--- config.mk ---
export PLATFORM = sky130hd
export DESIGN_NAME = txsi_core
export DESIGN_NICKNAME = d
export VERILOG_FILES = /design/src/txsi_pkg.sv /design/src/txsi_evt_if.sv /design/src/txsi_clk_monitor.sv /design/src/txsi_core.sv /design/src/txsi_frame_timer.sv
export SDC_FILE = /design/constraint.sdc
export NUM_CORES = 1
export LEC_CHECK = 0
export BUFFER_PORTS_ARGS = -buffer_cell sky130_fd_sc_hd__clkbuf_2
export CORE_ASPECT_RATIO = 0.9
export CORE_MARGIN = 2
export CORE_UTILIZATION = 58
export CTS_CLUSTER_SIZE = 25
export DETAILED_ROUTE_END_ITERATION = 6
export GPL_ROUTABILITY_DRIVEN = 0
export GPL_TIMING_DRIVEN = 0
export PLACE_DENSITY = 0.8
export REMOVE_ABC_BUFFERS = 1
export SLEW_MARGIN = 20
export SYNTH_ARGS = -nofsm -noshare
export SYNTH_HDL_FRONTEND = slang
export SYNTH_SLANG_ARGS = --single-unit
export TNS_END_PERCENT = 50
--- constraint.sdc ---
create_clock -name REF_CLK -period 6.85 [get_ports REF_CLK]
set_clock_uncertainty 0.15 [all_clocks]
set_input_delay 0.685 -clock REF_CLK [delete_from_list [all_inputs] [get_ports REF_CLK]]
set_output_delay 0.685 -clock REF_CLK [all_outputs]
set_load 0.01 [all_outputs]
--- src/txsi_pkg.sv ---
// Constants shared by the transmit status and interrupt block.
// Assumes a 9-bit byte address and 8-bit registers on a plain port.
package txsi_pkg;
  localparam logic [8:0] ADDR_WM = 9'h187;
  localparam logic [8:0] ADDR_SYNC = 9'h18e;
  localparam logic [8:0] ADDR_LS1 = 9'h190;
  localparam logic [8:0] ADDR_LS2 = 9'h191;
  localparam logic [8:0] ADDR_LS3 = 9'h192;
  localparam logic [8:0] ADDR_SUM = 9'h19f;
  localparam logic [8:0] ADDR_IM1 = 9'h1a0;
  localparam logic [8:0] ADDR_IM2 = 9'h1a1;
  localparam logic [8:0] ADDR_IM3 = 9'h1a2;
  localparam logic [8:0] ADDR_CTL = 9'h1a3;
  localparam int SYNC_ON_BIT = 2;
  localparam int INHIBIT_BIT = 1;
  localparam int RESYNC_BIT = 0;
  localparam int FULL_BIT = 7;
  localparam int EMPTY_BIT = 6;
  localparam int SLIP_BIT = 5;
  localparam int SF72_BIT = 4;
  localparam int ALIGN_BIT = 3;
  localparam int MF_BIT = 2;
  localparam int RESTORED_BIT = 1;
  localparam int LOSS_BIT = 0;
  localparam int DLE_BIT = 4;
  localparam int UDR_BIT = 3;
  localparam int MEND_BIT = 2;
  localparam int LWM_BIT = 1;
  localparam int NF_BIT = 0;
  localparam int HUNT_NOW_BIT = 1;
  localparam int HUNT_EV_BIT = 0;
  localparam int PIN_EN_BIT = 0;
  localparam int IRQ_EN_BIT = 1;
  localparam logic [7:0] REG_RESET = 8'h00;
  localparam logic [7:0] LS2_MASK = 8'h1f;
  localparam logic [7:0] LS3_MASK = 8'h01;
  localparam logic [7:0] SYNC_MASK = 8'h07;
  localparam logic [7:0] LOW2_MASK = 8'h03;
  localparam logic [6:0] FR_D4 = 7'h0c;
  localparam logic [6:0] FR_ESF = 7'h18;
  localparam logic [6:0] FR_E1MF = 7'h10;
  localparam logic [6:0] FR_SF72 = 7'h48;
  localparam logic [6:0] FR_ALIGN = 7'h02;
  localparam logic [6:0] FIFO_DEPTH = 7'h40;
  localparam int TXCLK_PERIOD_NS = 648;
  localparam int LOSS_PERIODS = 3;
  localparam int REF_PERIOD_NS = 20;
  localparam int LOSS_CYC = (LOSS_PERIODS * TXCLK_PERIOD_NS) / REF_PERIOD_NS;

  function automatic logic [6:0] wm_level(input logic [1:0] sel);
    unique case (sel)
      2'h0: wm_level = 7'h04;
      2'h1: wm_level = 7'h10;
      2'h2: wm_level = 7'h20;
      2'h3: wm_level = 7'h30;
    endcase
  endfunction : wm_level
endpackage : txsi_pkg

--- src/txsi_evt_if.sv ---
// Timing and clock-monitor indications passed to the status core.
// Assumes all producers run on the same reference clock.
`timescale 1ns/1ps
interface txsi_evt_if;
  logic sf72_tick;
  logic align_tick;
  logic mf_tick;
  logic clk_lost;
  modport timer (output sf72_tick, output align_tick, output mf_tick);
  modport clkmon (output clk_lost);
  modport core (input sf72_tick, input align_tick, input mf_tick, input clk_lost);
endinterface : txsi_evt_if

--- src/txsi_clk_monitor.sv ---
// Loss-of-transmit-clock detector on the reference clock.
// Assumes the transmit clock pin is asynchronous to the reference clock.
`timescale 1ns/1ps
module txsi_clk_monitor
  import txsi_pkg::*;
(
  input wire logic clk,
  input wire logic rst,
  input wire logic tx_clk_pin,
  txsi_evt_if.clkmon evt
);
  logic meta_ff;
  logic sync_ff;
  logic prev_ff;
  logic [7:0] idle_ff;

  always_ff @(posedge clk) begin
    if (rst) begin
      meta_ff <= 1'b0;
      sync_ff <= 1'b0;
      prev_ff <= 1'b0;
    end else begin
      meta_ff <= tx_clk_pin;
      sync_ff <= meta_ff;
      prev_ff <= sync_ff;
    end
  end

  // Any edge restarts the idle count; the count saturates at the limit
  always_ff @(posedge clk) begin
    if (rst) begin
      idle_ff <= 8'h00;
    end else if (sync_ff != prev_ff) begin
      idle_ff <= 8'h00;
    end else if (idle_ff != 8'(LOSS_CYC)) begin
      idle_ff <= idle_ff + 8'h01;
    end
  end

  always_ff @(posedge clk) begin
    if (rst) begin
      evt.clk_lost <= 1'b0;
    end else begin
      evt.clk_lost <= (idle_ff == 8'(LOSS_CYC)) && (sync_ff == prev_ff);
    end
  end
endmodule : txsi_clk_monitor

--- src/txsi_core.sv ---
// Transmit status, mask and synchronizer control registers of one port.
// Assumes event inputs are one-cycle pulses from logic on REF_CLK.
//
// Implementation choice: the plain strobed port.
`timescale 1ns/1ps
// Behaviour
// - Sync-on bit 2 of the synchronizer control switches the synchronizer.
// - Bit 1 set suppresses automatic resynchronization.
// - Bit 0 rising from 0 to 1 starts one resync.
// - Store-full latches at status 1 bit 7 when a frame is dropped.
// - Store-empty latches at bit 6 when a frame is repeated.
// - Slip latches at bit 5 on either full or empty slip.
// - T1 with enable: bit 4 latches once per 72 frames.
// - Bit 2 latches on each multiframe boundary, mode dependent.
// - Bit 1 latches when the transmit clock returns.
// - Bit 0 latches after about three idle clock periods.
// - Clock-loss pin follows the fault itself when enabled.
// - Unmasked set flags pull the interrupt output low while control bit 1 is set.
// - T1: status 2 bit 4 latches when data-link register empties.
// - FIFO empty without message end latches bit 3, sends abort.
// - Bit 2 latches when a message has been sent.
// - Bit 1 latches on rising edge of below-watermark.
// - Bit 0 latches on rising edge of FIFO not full.
// - Status 3 bit 1 shows hunting in real time.
// - Status 3 bit 0 latches when hunting starts.
// - Summary bits 0..2 show unmasked pending per status group.
// - Mask bits match flag positions; 1 enables the interrupt.
// - Watermark select codes give 4, 16, 32 or 48 bytes.
module txsi_core
  import txsi_pkg::*;
(
  input wire logic REF_CLK,
  input wire logic RESET,
  input wire logic [8:0] ADDR,
  input wire logic [7:0] WDATA,
  input wire logic WR,
  input wire logic RD,
  output logic [7:0] RDATA,
  input wire logic TX_CLOCK_INPUT,
  input wire logic FRAME_PULSE,
  input wire logic E1_MODE,
  input wire logic ESF_MODE,
  input wire logic SF72_ENABLE,
  input wire logic STORE_FULL_IN,
  input wire logic STORE_EMPTY_IN,
  input wire logic DATALINK_SHIFTED,
  input wire logic FIFO_RAN_EMPTY,
  input wire logic MSG_END_MARKED,
  input wire logic MSG_SENT,
  input wire logic [6:0] FIFO_LEVEL,
  input wire logic SYNC_HUNT,
  output logic SYNC_ON,
  output logic AUTO_RESYNC_INHIBIT,
  output logic RESYNC_START,
  output logic SEND_ABORT,
  output logic CLOCK_LOSS_PIN,
  output logic IRQ_OUT_N
);
  txsi_evt_if evt ();

  txsi_frame_timer u_timer (
    .clk(REF_CLK),
    .rst(RESET),
    .frame_pulse(FRAME_PULSE),
    .e1_mode(E1_MODE),
    .esf_mode(ESF_MODE),
    .evt(evt.timer)
  );

  txsi_clk_monitor u_clkmon (
    .clk(REF_CLK),
    .rst(RESET),
    .tx_clk_pin(TX_CLOCK_INPUT),
    .evt(evt.clkmon)
  );

  logic [7:0] sync_ctl_ff;
  logic [7:0] wm_sel_ff;
  logic [7:0] ctl_ff;
  logic [7:0] ls1_ff;
  logic [7:0] ls2_ff;
  logic [7:0] ls3_ff;
  logic [7:0] im1_ff;
  logic [7:0] im2_ff;
  logic [7:0] im3_ff;
  logic [7:0] nxt_ls1;
  logic [7:0] nxt_ls2;
  logic [7:0] nxt_ls3;
  logic [7:0] set1;
  logic [7:0] set2;
  logic [7:0] set3;
  logic [7:0] rd_mux;
  logic [2:0] pending;
  logic lost_prev_ff;
  logic below_prev_ff;
  logic notfull_prev_ff;
  logic hunt_prev_ff;
  logic below_now;
  logic not_full_now;
  logic underrun;

  function automatic logic wr_hit(input logic [8:0] a);
    wr_hit = WR && (ADDR == a);
  endfunction : wr_hit

  // Hardware sets win over a same-cycle software clear
  function automatic logic [7:0] w1c(input logic [7:0] cur, input logic [7:0] set,
                                      input logic hit);
    w1c = (hit ? (cur & ~WDATA) : cur) | set;
  endfunction : w1c

  // Control registers
  always_ff @(posedge REF_CLK) begin
    if (RESET) begin
      sync_ctl_ff <= REG_RESET;
    end else if (wr_hit(ADDR_SYNC)) begin
      sync_ctl_ff <= WDATA & SYNC_MASK;
    end
  end

  always_ff @(posedge REF_CLK) begin
    if (RESET) begin
      wm_sel_ff <= REG_RESET;
    end else if (wr_hit(ADDR_WM)) begin
      wm_sel_ff <= WDATA & LOW2_MASK;
    end
  end

  always_ff @(posedge REF_CLK) begin
    if (RESET) begin
      ctl_ff <= REG_RESET;
    end else if (wr_hit(ADDR_CTL)) begin
      ctl_ff <= WDATA & LOW2_MASK;
    end
  end

  always_ff @(posedge REF_CLK) begin
    if (RESET) begin
      im1_ff <= REG_RESET;
      im2_ff <= REG_RESET;
      im3_ff <= REG_RESET;
    end else begin
      if (wr_hit(ADDR_IM1)) begin
        im1_ff <= WDATA;
      end
      if (wr_hit(ADDR_IM2)) begin
        im2_ff <= WDATA & LS2_MASK;
      end
      if (wr_hit(ADDR_IM3)) begin
        im3_ff <= WDATA & LS3_MASK;
      end
    end
  end

  assign SYNC_ON = sync_ctl_ff[SYNC_ON_BIT];
  assign AUTO_RESYNC_INHIBIT = sync_ctl_ff[INHIBIT_BIT];

  // Only a written 0 -> 1 change counts; rewriting 1 does nothing
  always_ff @(posedge REF_CLK) begin
    if (RESET) begin
      RESYNC_START <= 1'b0;
    end else begin
      RESYNC_START <= wr_hit(ADDR_SYNC) && WDATA[RESYNC_BIT]
                      && !sync_ctl_ff[RESYNC_BIT];
    end
  end

  // Edge history of the real-time conditions
  always_ff @(posedge REF_CLK) begin
    if (RESET) begin
      lost_prev_ff <= 1'b0;
      // An idle FIFO is empty: no false below or not-full edge after reset
      below_prev_ff <= 1'b1;
      notfull_prev_ff <= 1'b1;
      hunt_prev_ff <= 1'b0;
    end else begin
      lost_prev_ff <= evt.clk_lost;
      below_prev_ff <= below_now;
      notfull_prev_ff <= not_full_now;
      hunt_prev_ff <= SYNC_HUNT;
    end
  end

  assign below_now = FIFO_LEVEL < wm_level(wm_sel_ff[1:0]);
  assign not_full_now = FIFO_LEVEL < FIFO_DEPTH;
  assign underrun = FIFO_RAN_EMPTY && !MSG_END_MARKED;

  always_comb begin
    set1 = 8'h00;
    set1[FULL_BIT] = STORE_FULL_IN;
    set1[EMPTY_BIT] = STORE_EMPTY_IN;
    set1[SLIP_BIT] = STORE_FULL_IN || STORE_EMPTY_IN;
    set1[SF72_BIT] = evt.sf72_tick && SF72_ENABLE && !E1_MODE;
    set1[ALIGN_BIT] = evt.align_tick && E1_MODE;
    set1[MF_BIT] = evt.mf_tick;
    set1[RESTORED_BIT] = lost_prev_ff && !evt.clk_lost;
    set1[LOSS_BIT] = evt.clk_lost && !lost_prev_ff;
  end

  always_comb begin
    set2 = 8'h00;
    set2[DLE_BIT] = DATALINK_SHIFTED && !E1_MODE;
    set2[UDR_BIT] = underrun;
    set2[MEND_BIT] = MSG_SENT;
    set2[LWM_BIT] = below_now && !below_prev_ff;
    set2[NF_BIT] = not_full_now && !notfull_prev_ff;
  end

  always_comb begin
    set3 = 8'h00;
    set3[HUNT_EV_BIT] = SYNC_HUNT && !hunt_prev_ff;
  end

  assign nxt_ls1 = w1c(ls1_ff, set1, wr_hit(ADDR_LS1));
  assign nxt_ls2 = w1c(ls2_ff, set2, wr_hit(ADDR_LS2));
  assign nxt_ls3 = w1c(ls3_ff, set3, wr_hit(ADDR_LS3));

  always_ff @(posedge REF_CLK) begin
    if (RESET) begin
      ls1_ff <= REG_RESET;
      ls2_ff <= REG_RESET;
      ls3_ff <= REG_RESET;
    end else begin
      ls1_ff <= nxt_ls1;
      ls2_ff <= nxt_ls2 & LS2_MASK;
      ls3_ff <= nxt_ls3 & LS3_MASK;
    end
  end

  // Abort is issued in the same cycle the underrun flag is latched
  always_ff @(posedge REF_CLK) begin
    if (RESET) begin
      SEND_ABORT <= 1'b0;
    end else begin
      SEND_ABORT <= underrun;
    end
  end

  // Pin tracks the fault, not the flag, so a host clear does not drop it
  always_ff @(posedge REF_CLK) begin
    if (RESET) begin
      CLOCK_LOSS_PIN <= 1'b0;
    end else begin
      CLOCK_LOSS_PIN <= evt.clk_lost && ctl_ff[PIN_EN_BIT];
    end
  end

  assign pending[0] = |(ls1_ff & im1_ff);
  assign pending[1] = |(ls2_ff & im2_ff);
  assign pending[2] = |(ls3_ff & im3_ff);
  assign IRQ_OUT_N = !(ctl_ff[IRQ_EN_BIT] && |pending);

  always_comb begin
    rd_mux = 8'h00;
    unique case (ADDR)
      ADDR_WM: rd_mux = wm_sel_ff;
      ADDR_SYNC: rd_mux = sync_ctl_ff;
      ADDR_LS1: rd_mux = ls1_ff;
      ADDR_LS2: rd_mux = ls2_ff;
      ADDR_LS3: begin
        rd_mux = ls3_ff;
        rd_mux[HUNT_NOW_BIT] = SYNC_HUNT;
      end
      ADDR_SUM: rd_mux = {5'h00, pending};
      ADDR_IM1: rd_mux = im1_ff;
      ADDR_IM2: rd_mux = im2_ff;
      ADDR_IM3: rd_mux = im3_ff;
      ADDR_CTL: rd_mux = ctl_ff;
      default: rd_mux = 8'h00;
    endcase
  end

  // Read data stands only in the cycle after the strobe
  always_ff @(posedge REF_CLK) begin
    if (RESET) begin
      RDATA <= 8'h00;
    end else begin
      RDATA <= RD ? rd_mux : 8'h00;
    end
  end
endmodule : txsi_core

--- src/txsi_frame_timer.sv ---
// Frame counter giving superframe, align-frame and multiframe ticks.
// Assumes one frame pulse per 125 us frame, on the reference clock.
`timescale 1ns/1ps
module txsi_frame_timer
  import txsi_pkg::*;
(
  input wire logic clk,
  input wire logic rst,
  input wire logic frame_pulse,
  input wire logic e1_mode,
  input wire logic esf_mode,
  txsi_evt_if.timer evt
);
  logic [6:0] cnt_ff;
  logic [6:0] wrap;
  logic [6:0] nxt_cnt;

  // 72 covers both T1 multiframe lengths, 16 covers the E1 one
  assign wrap = e1_mode ? FR_E1MF : FR_SF72;
  // A T1 count above the E1 wrap after a mode change folds back at once
  assign nxt_cnt = (cnt_ff >= wrap - 7'h01) ? 7'h00 : cnt_ff + 7'h01;

  always_ff @(posedge clk) begin
    if (rst) begin
      cnt_ff <= 7'h00;
    end else if (frame_pulse) begin
      cnt_ff <= nxt_cnt;
    end
  end

  always_ff @(posedge clk) begin
    if (rst) begin
      evt.sf72_tick <= 1'b0;
      evt.align_tick <= 1'b0;
      evt.mf_tick <= 1'b0;
    end else begin
      evt.sf72_tick <= frame_pulse && !e1_mode && (nxt_cnt == 7'h00);
      evt.align_tick <= frame_pulse && e1_mode && (nxt_cnt % FR_ALIGN == 7'h00);
      if (e1_mode) begin
        evt.mf_tick <= frame_pulse && (nxt_cnt == 7'h00);
      end else begin
        evt.mf_tick <= frame_pulse && (nxt_cnt % (esf_mode ? FR_ESF : FR_D4) == 7'h00);
      end
    end
  end
endmodule : txsi_frame_timer

== Yosys cells after proc, flatten, opt, wreduce, memory -nomap -nowiden ==
Index checks and enable logic that the tools add are counted.

* Bits in registers: 72
* Output and inout port bits: 14
* Word-level logic and storage cells: 120

* Bitwise operators: 11
* Equality and inequality tests: 17
* Reduce and logical (&&, ||, !) cells: 50
* Div/mod/pow operators: 1
* $lt $le $gt $ge: 3
* Muxes and demuxes: 9
* Add/subtract/negate cells: 3

{| class="wikitable"
|+ Operators by type and width
! kind !! number
|-
| 9-bit equality test, second input constant || 10
|-
| 8-bit case mux with 10 select lines || 1
|-
| 1-bit logical AND || 30
|-
| 7-bit case mux with 4 select lines || 1
|-
| 24-bit OR reduction || 1
|-
| 8-bit OR reduction || 3
|-
| 7-bit logical NOT || 3
|-
| 8-bit AND || 2
|-
| 7-bit 2-to-1 mux || 2
|-
| 5-bit AND || 2
|-
| 5-bit 2-to-1 mux || 2
|-
| 1-bit logical NOT || 9
|-
| 8-bit by 1-bit adder with 8-bit output, second input constant || 1
|-
| 8-bit by 7-bit equality test with 1-bit output, second input constant || 1
|-
| 8-bit 2-to-1 mux || 1
|-
| 8-bit by 7-bit != test with 1-bit output, second input constant || 1
|-
| 8-bit NOT || 1
|-
| 8-bit OR || 1
|-
| 7-bit by 1-bit adder with 7-bit output, second input constant || 1
|-
| 7-bit >= comparator || 1
|-
| 7-bit less-than comparator || 1
|-
| 7-bit less-than comparator, second input constant || 1
|-
| 7-bit by 7-bit modulo with 7-bit output || 1
|-
| 7-bit by 1-bit subtractor with 7-bit output, second input constant || 1
|-
| other kinds (12) || 16
|}

== Logic depth before layout (Yosys ltp) ==
Gate-level depths: netlist of the first run.

* Depth in word-level cells: 8
* Mapped depth: 23

== By module ==
From an unflattened synthesis of the first run, not the netlist that was laid out.

* Cell total of the unflattened synthesis: 445
* Area total of the unflattened synthesis: 3784.9 um2

{| class="wikitable"
|+ Modules (own cells, without submodules)
! module !! seq. area each (um2) !! instances !! area each (um2) !! cells an instance
|-
| txsi_core || 1001.0 || 1 || 2278.4 || 270
|-
| txsi_frame_timer || 200.2 || 1 || 1019.7 || 125
|-
| txsi_clk_monitor || 240.2 || 1 || 486.7 || 50
|}

== Least setup slack after synthesis of the first run ==
Ideal clock, no wire load.

* Kind: input-to-reg
* Start: input E1_MODE
* End: register u_timer.evt.mf_tick
* Data required time: 6.572 ns
* Cell stages on the path: 22
* Arrival: 5.147 ns
* Setup slack: 1.425 ns
* Cell sequence: ha_1 -> nand3_1 -> o311a_4 -> o21a_1 -> ha_1 -> nor2_1 -> nor2_1 -> a211oi_2 -> ha_1 -> inv_1 -> a21oi_1 -> o32ai_1 -> ha_1 -> a21o_1 -> o21ai_0 -> and2_1 -> ha_1 -> inv_1 -> or4_1 -> or3_1 -> a31oi_1 -> o32ai_1

* Cells in the longest elaborated chain, start to end: 8
* Elaborated cells on any way between the ends: 10
* Those cells by class: 1 x add/sub; 1 x div; 1 x order compare; 3 x mux; 4 x reduce/logical

{| class="wikitable"
|+ Ends and longest elaborated chain
! element !! line !! text
|-
| start, declared || txsi_core.sv:41 || <nowiki>input wire logic E1_MODE,</nowiki>
|-
| 7-bit 2-to-1 mux * || txsi_frame_timer.sv:19 || <nowiki>assign wrap = e1_mode ? FR_E1MF : FR_SF72;</nowiki>
|-
| 7-bit by 1-bit subtractor with 7-bit output * || txsi_frame_timer.sv:21 || <nowiki>assign nxt_cnt = (cnt_ff >= wrap - 7'h01) ? 7'h00 : cnt_ff + 7'h01;</nowiki>
|-
| 7-bit >= comparator * || txsi_frame_timer.sv:21 ||
|-
| 7-bit 2-to-1 mux * || txsi_frame_timer.sv:21 ||
|-
| via u_timer.nxt_cnt[5] || txsi_frame_timer.sv:16 || <nowiki>logic [6:0] nxt_cnt;</nowiki>
|-
| 7-bit by 7-bit modulo with 7-bit output || txsi_frame_timer.sv:42 || <nowiki>evt.mf_tick <= frame_pulse && (nxt_cnt % (esf_mode ? FR_ESF : FR_D4) == 7'h00);</nowiki>
|-
| 7-bit logical NOT || txsi_frame_timer.sv:42 ||
|-
| 1-bit logical AND || txsi_frame_timer.sv:42 ||
|-
| 1-bit 2-to-1 mux * || txsi_frame_timer.sv:39 || <nowiki>if (e1_mode) begin</nowiki>
|-
| end signal, assigned || txsi_frame_timer.sv:40 || <nowiki>evt.mf_tick <= frame_pulse && (nxt_cnt == 7'h00);</nowiki>
|-
| end signal, assigned || txsi_frame_timer.sv:42 ||
|-
| end, declared || txsi_evt_if.sv:9 || <nowiki>modport timer (output sf72_tick, output align_tick, output mf_tick);</nowiki>
|}

The timed path passes the listed nets; every way through them passes the cells marked *.
A chain may end at the register's enable or synchronous reset.

== Worst setup path in the final report of the first run ==
* Start: register u_timer.cnt_ff[0]
* End: register u_timer.evt.mf_tick

* Cells in the longest elaborated chain, start to end: 6
* Elaborated cells on any way between the ends: 9
* Those cells by class: 1 x add/sub; 1 x div; 1 x order compare; 2 x mux; 4 x reduce/logical

{| class="wikitable"
|+ Ends and longest elaborated chain
! element !! line !! text
|-
| start, declared || txsi_frame_timer.sv:14 || <nowiki>logic [6:0] cnt_ff;</nowiki>
|-
| start signal, assigned || txsi_frame_timer.sv:27 || <nowiki>cnt_ff <= nxt_cnt;</nowiki>
|-
| 7-bit by 1-bit adder with 7-bit output / 7-bit >= comparator (equally long branches) || txsi_frame_timer.sv:21 ||
|-
| 7-bit 2-to-1 mux * || txsi_frame_timer.sv:21 ||
|-
| via u_timer.nxt_cnt[5] || txsi_frame_timer.sv:16 ||
|-
| 7-bit by 7-bit modulo with 7-bit output || txsi_frame_timer.sv:42 ||
|-
| 7-bit logical NOT || txsi_frame_timer.sv:42 ||
|-
| 1-bit logical AND || txsi_frame_timer.sv:42 ||
|-
| 1-bit 2-to-1 mux * || txsi_frame_timer.sv:39 ||
|}

Marked as above.

==> impl_metrics.env, run 1 <==
export IMPL_initial_core_util_pct=60.60
export IMPL_hold_viol=0
export IMPL_power_density_nw_per_um2=193.8
export IMPL_fin_tns_setup_ns=0
export IMPL_cts_tree="yes"
export IMPL_grt_usage_pct=26.67
export IMPL_viasPerCell=6.201
export IMPL_ys_warn_count=0
export IMPL_antenna_found_initial=0
export IMPL_synth_commonest_cells="dfxtp_1, nor2_1, nand2_1"
export IMPL_synth_top_cell_by_area="dfxtp_1"
export IMPL_yosysMostFrequentCell="dfxtp_1"
export IMPL_ys_seq_elements=72
export IMPL_netlist_area_leader_share_pct=35.92
export IMPL_reg2reg_from="u_timer.cnt_ff[0]$_SDFFE_PP0P_"
export IMPL_io_pins=54
export IMPL_die_x_um=91.68
export IMPL_min_period_ns=6.103
export IMPL_root_buffer="clkbuf_8"
export IMPL_hp_class="register to register"
export IMPL_cp_arrival_ns=6.18
export IMPL_finalPower_uw=872.8
export IMPL_syn_to_final_growth_pct=12.25
export IMPL_setup_viol=0
export IMPL_grt_overflow=0
export IMPL_regToRegSetupSlack_ns=0.75
export IMPL_fmax_mhz=163.9
export IMPL_coreArea_um2=6621
export IMPL_design_area_um2=4504
export IMPL_synthesis_area_um2=4013
export IMPL_ant_nets=0
export IMPL_synth_ff_type="dfxtp_1"
export IMPL_n_antenna_cell=0
export IMPL_worst_ir_drop_vdd_mv=0.1699
export IMPL_path_delay_family="compound AO/OA/AOI/OAI gates"
export IMPL_vias=3832
export IMPL_grt_pass1_wl_um=16490
export IMPL_io_buffer_count=51
export IMPL_die_area_um2=7601
export IMPL_synth_edf_count=0
export IMPL_drtPass1Iterations=5
export IMPL_drt_total_wl_um=9989
export IMPL_status="complete, no violations"
export IMPL_layout_nets=578
export IMPL_clk_latency_ns=0.35
export IMPL_tightest_slew_ns=1.058
export IMPL_wl_per_cell_um=16.16
export IMPL_cp_required_ns=6.93
export IMPL_setup_worst_path_start_class="register"
export IMPL_timing_rr_end="u_timer.evt.mf_tick$_SDFF_PP0_"
export IMPL_final_layout_size_suffix_gt1_share_pct=17.23
export IMPL_drc_errors=0
export IMPL_maxCapViolCount=0
export IMPL_async_flop_share_pct=0
export IMPL_netlist_instances=484
export IMPL_dp_final_hpwl_um=7242
export IMPL_cp_common_cell="ha_1"
export IMPL_hold_depth=1
export IMPL_grt_max_degree=52
export IMPL_rsz0062_at_grt="false"
export IMPL_max_stage_delay_ns=0.49
export IMPL_die_y_um=82.91
export IMPL_end_kind="register"
export IMPL_dr_first_iter_drc_count=284
export IMPL_yosysUniqueCellTypes=75
export IMPL_fin_crit_sh_pct=89.09
export IMPL_rows=28
export IMPL_crit_buf_inv=2
export IMPL_min_to="u_clkmon.sync_ff$_SDFF_PP0_"
export IMPL_postCtsResizedCells=0
export IMPL_cts_buffers=9
export IMPL_p_leak_nw=1.684
export IMPL_clk_pin_slew_ns=0.07
export IMPL_ctsHoldBuffers=0
export IMPL_cp_slowest_cell="dfxtp_1"
export IMPL_crit_path_max_fanout=8
export IMPL_cts_path_max_buffers=2
export IMPL_grt_pass1_vias=3461
export IMPL_r2r_cells=22
export IMPL_synth_area_per_cell_um2=8.290
export IMPL_cts_max_level=3
export IMPL_seq_area_frac_synth_pct=35.92
export IMPL_slew_violations=0
export IMPL_hp_start="u_clkmon.meta_ff$_SDFF_PP0_"
export IMPL_path_class="register to register"
export IMPL_synthTopCellsByArea="dfxtp_1, a21oi_1, nor2_1, ha_1, nand2_1"
export IMPL_crit_path_cell_trace="ha_1 > a21oi_1 > o311a_4 > o21a_1 > ha_1 > nor2_1 > nor2_1 > a211oi_2 > ha_1 > inv_1 > a21oi_1 > o32ai_1 > ha_1 > a21o_1 > o21ai_0 > and2_1 > ha_1 > inv_1 > or4_1 > or3_1 > a31oi_1 > o32ai_1"
export IMPL_clock_sinks=72
export IMPL_max_slew_margin_rel_pct=29.48
export IMPL_cts_repair_timing_setup_buffer_count=0
export IMPL_dpl_cell_area_um2=4283
## report_power, final
| group | internal (mW) | switching [mW] |
|---|---|---|
| Clock | 0.214 | 0.155 |
| Sequential | 0.427 | 0.00848 |
| Combinational | 0.0257 | 0.0424 |
## cell type report
class	instances	area (um^2)
clock buffer	11	141.4
clock inverter	5	80.08
fill	523	2117
inverter	21	78.83
multi-input combinational	368	2395
sequential	72	1441
tap	90	112.6
timing repair buffer	51	255.2
## how the worst max path moves through the flow
stage | from | to | slack (ns) | cells past startpoint
final | u_timer.cnt_ff[0]$_SDFFE_PP0P_ | u_timer.evt.mf_tick$_SDFF_PP0_ | 0.75 | 22
after CTS | u_timer.cnt_ff[0]$_SDFFE_PP0P_ | u_timer.evt.mf_tick$_SDFF_PP0_ | 0.84 | 22
after detailed placement | E1_MODE | u_timer.evt.mf_tick$_SDFF_PP0_ | 0.57 | 24
after global routing | u_timer.cnt_ff[0]$_SDFFE_PP0P_ | u_timer.evt.mf_tick$_SDFF_PP0_ | 0.36 | 22
after floorplan | E1_MODE | u_timer.evt.mf_tick$_SDFF_PP0_ | 1.41 | 22
after global placement | E1_MODE | u_timer.evt.mf_tick$_SDFF_PP0_ | 0.61 | 20
## cell families after synthesis
family	after synthesis	share of synthesized area [%]
buf+inv	44	4.895
mux	7	1.746
simple gates	198	25.54
xor+xnor	13	2.838
fa+ha+maj	15	4.677
compound gates	135	24.38
flops	72	35.92
## sequential cells by signal, indices dropped and copies added (netlist names), 3 cells and up
signal and flops:
RDATA 8, u_clkmon.idle_ff 8, u_timer.cnt_ff 7, ls2_ff 5, ls1_ff 8, im1_ff 8
im2_ff 5, sync_ctl_ff 3
## cells in the final DEF (no fill, tap or decap), drive strengths merged, types with 6 or more instances in the layout
| master | netlist | layout |
|---|---|---|
| a211oi | 8 | 8 |
| a21oi | 47 | 47 |
| a22oi | 20 | 20 |
| a31oi | 7 | 7 |
| clkbuf | 17 | 62 |
| dfxtp | 72 | 72 |
| ha | 15 | 15 |
| inv | 21 | 21 |
| mux2i | 7 | 7 |
| nand2 | 50 | 50 |
| nand2b | 6 | 6 |
| nand3 | 35 | 35 |
| nor2 | 53 | 53 |
| nor2b | 9 | 9 |
| nor3 | 12 | 12 |
| o21ai | 13 | 13 |
| xnor2 | 8 | 8 |
## worst register-to-register path, stage by stage, from the launching register on
cell      delay, ns
dfxtp_1        0.49
ha_1           0.44
a21oi_1        0.15
o311a_4        0.46
o21a_1         0.14
ha_1           0.31
nor2_1         0.10
nor2_1         0.06
a211oi_2       0.29
ha_1           0.33
inv_1          0.20
a21oi_1        0.10
o32ai_1        0.42
ha_1           0.37
a21o_1         0.19
o21ai_0        0.12
and2_1         0.18
ha_1           0.32
inv_1          0.06
or4_1          0.48
or3_1          0.31
a31oi_1        0.20
o32ai_1        0.11
## per-layer routing
| layer | share of wire (%) | up-vias | global-route usage, % |
|---|---|---|---|
| li1 | - | 1846 | - |
| met1 | 46 | 1795 | 38.15 |
| met2 | 44 | 178 | 39.04 |
| met3 | 8.6 | 13 | 7.895 |
| met4 | 1.3 | 0 | 7.300 |
| met5 | 0 | - | 0 |
## per-stage QoR
step | util, % | instances | hold slack, ns | setup slack, ns
after floorplan | - | 461 | 0.2630 | 1.410
after global routing | 68.03 | 618 | 0.3301 | 0.3608
final | 68.03 | 618 | 0.2924 | 0.7470
after detailed placement | 64.68 | 602 | 0.2797 | 0.5670
after global placement | 64.38 | 602 | 0.2677 | 0.6140
after CTS | 68.03 | 618 | 0.2959 | 0.8433
Note: power is estimated with default switching activity, not from simulation.
==> run 2: changes to the inputs <==
CORE_UTILIZATION = 57   (was 58)
PLACE_DENSITY = 0.79   (was 0.8)
SYNTH_HIERARCHICAL = 1   (was default)
==> impl_metrics.env, run 2 <==
export IMPL_hold_viol=0
export IMPL_root_buffer="clkbuf_8"
export IMPL_crit_path_max_fanout=7
export IMPL_yosysUniqueCellTypes=68
export IMPL_vias=3426
export IMPL_drt_total_wl_um=8546
export IMPL_coreArea_um2=6516
export IMPL_maxCapViolCount=0
export IMPL_grt_pass1_wl_um=14440
export IMPL_die_y_um=81.31
export IMPL_ys_seq_elements=72
export IMPL_ant_nets=0
export IMPL_postCtsResizedCells=0
export IMPL_slew_violations=0
export IMPL_synth_area_per_cell_um2=8.505
export IMPL_min_period_ns=4.852
export IMPL_fmax_mhz=206.1
export IMPL_drtPass1Iterations=7
export IMPL_cp_arrival_ns=4.95
export IMPL_cts_buffers=9
export IMPL_seq_area_frac_synth_pct=38.08
export IMPL_synthTopCellsByArea="dfxtp_1, a21oi_1, nand2_1, ha_1, nand3_1"
export IMPL_clk_pin_slew_ns=0.08
export IMPL_ctsHoldBuffers=0
export IMPL_grt_overflow=0
export IMPL_cp_required_ns=6.95
export IMPL_synth_ff_type="dfxtp_1"
export IMPL_p_leak_nw=1.592
export IMPL_end_kind="register"
export IMPL_hp_class="register to register"
export IMPL_cts_path_max_buffers=2
export IMPL_dr_first_iter_drc_count=223
export IMPL_power_density_nw_per_um2=206.0
export IMPL_tightest_slew_ns=1.015
export IMPL_async_flop_share_pct=0
export IMPL_final_cell_mix="dfxtp_1, nand2_1, clkbuf_2"
export IMPL_status="complete, no violations"
export IMPL_max_slew_margin_rel_pct=32.32
export IMPL_setup_worst_path_start_class="register"
export IMPL_grt_usage_pct=24.20
export IMPL_n_antenna_cell=0
export IMPL_fin_crit_sh_pct=70.84
export IMPL_die_x_um=89.90
export IMPL_grt_pass1_vias=3080
export IMPL_synth_commonest_cells="dfxtp_1, nand2_1, nor2_1"
export IMPL_clock_sinks=72
export IMPL_synthesis_area_um2=3785
export IMPL_viasPerCell=5.877
export IMPL_setup_viol=0
export IMPL_dp_final_hpwl_um=6205
export IMPL_fin_tns_setup_ns=0
export IMPL_layout_nets=543
export IMPL_die_area_um2=7309
export IMPL_synth_edf_count=0
export IMPL_synth_top_cell_by_area="dfxtp_1"
export IMPL_grt_max_degree=52
export IMPL_io_pins=54
export IMPL_ys_warn_count=6
export IMPL_cts_repair_timing_setup_buffer_count=0
export IMPL_final_common_cell="dfxtp_1"
export IMPL_rsz0062_at_grt="false"
export IMPL_netlist_area_leader_share_pct=38.08
export IMPL_path_class="register to register"
export IMPL_antenna_found_initial=0
export IMPL_netlist_instances=445
export IMPL_rows=28
export IMPL_final_layout_size_suffix_gt1_share_pct=19.47
export IMPL_syn_to_final_growth_pct=13.69
export IMPL_worst_ir_drop_vdd_mv=0.1639
export IMPL_setup_slack_ns=1.998
export IMPL_yosysMostFrequentCell="dfxtp_1"
export IMPL_io_buffer_count=51
export IMPL_post_place_ws_ns=1.692
export IMPL_drc_errors=0
export IMPL_cts_max_level=3
export IMPL_clk_latency_ns=0.36
export IMPL_wl_per_cell_um=14.66
export IMPL_fin_util_pct=66.03
export IMPL_cts_tree="yes"
export IMPL_initial_core_util_pct=58.08
[run 2: cell count changes in the layout (fill, tap and decap cells not counted), moves of 4 or more]
| cell | previous run | this run |
|---|---|---|
| a21oi_1 | 47 | 41 |
| xnor2_1 | 8 | 4 |
| inv_1 | 21 | 11 |
| a22oi_1 | 20 | 14 |
| nor2_1 | 53 | 44 |
[run 2: through the flow]
stage	hold WS [ns]	power [mW]	instance area, um^2	std cells
after CTS	0.2984	0.8881	4303	583
after global routing	0.3016	0.9150	4303	583
after detailed placement	0.2799	0.5134	4076	567
final	0.2896	0.8865	4303	583
after global placement	0.2779	0.5103	4076	567
after floorplan	0.2630	0.4783	3709	426
[run 2: report_power, final]
| part | leakage (nW) | internal [mW] | switching (mW) |
|---|---|---|---|
| registers | 0.585 | 0.427 | 0.00791 |
| clock network | 0.111 | 0.209 | 0.173 |
| logic | 0.896 | 0.0269 | 0.0420 |
| total | 1.59 | 0.663 | 0.223 |
[run 2: cell type report]
type / count / area [um^2]
Inverter: 11 / 41.29
Clock buffer: 9 / 123.9
Timing Repair Buffer: 51 / 255.2
Multi-Input combinational cell: 343 / 2226
Clock inverter: 7 / 102.6
Sequential cell: 72 / 1441
Tap cell: 90 / 112.6
Fill cell: 579 / 2213
[run 2: cells by family after synthesis]
family                   synth area share, %
AO/OA/AOI/OAI                          19.57
XOR/XNOR                               1.851
adder cells (fa/ha/maj)                4.959
buffers and inverters                  3.108
flip-flops                             38.08
multiplexers                           3.537
AND/OR/NAND/NOR                        28.89
[run 2: worst max-delay path, cell delays in order (launching register included)]
cell      delay (ns)
dfxtp_1         0.50
nand3_2         0.16
or3_2           0.43
a21oi_1         0.32
inv_1           0.12
ha_1            0.32
nor2_1          0.05
o31a_2          0.29
ha_1            0.37
o21ai_0         0.18
nand3_1         0.08
o21ai_0         0.13
ha_1            0.36
o32a_1          0.35
mux2i_1         0.21
ha_1            0.27
nand2_1         0.09
a211oi_1        0.06
o31a_1          0.30
[run 2: worst paths after layout]
| path | from | end | slack [ns] | cells after the start |
|---|---|---|---|---|
| setup / recovery | u_timer/cnt_ff[3]$_SDFFE_PP0P_ | u_timer/evt.mf_tick$_SDFF_PP0_ | 2.00 | 18 |
| hold / removal | u_clkmon/meta_ff$_SDFF_PP0_ | u_clkmon/sync_ff$_SDFF_PP0_ | 0.29 | 1 |
| setup reg to reg | u_timer/cnt_ff[3]$_SDFFE_PP0P_ | u_timer/evt.mf_tick$_SDFF_PP0_ | 2.00 | 18 |
| hold reg to reg | u_clkmon/meta_ff$_SDFF_PP0_ | u_clkmon/sync_ff$_SDFF_PP0_ | 0.29 | 1 |
[run 2: metal layers]
| metal | GRT usage, % | up-vias | share of wire (%) | routed length, um |
|---|---|---|---|---|
| li1 | - | 1710 | - | - |
| met1 | 30.38 | 1612 | 45 | 3817 |
| met2 | 42.35 | 87 | 49 | 4151 |
| met3 | 4.824 | 17 | 5.1 | 438 |
| met4 | 8.308 | 0 | 1.6 | 138 |
| met5 | 0 | - | 0 | 0 |
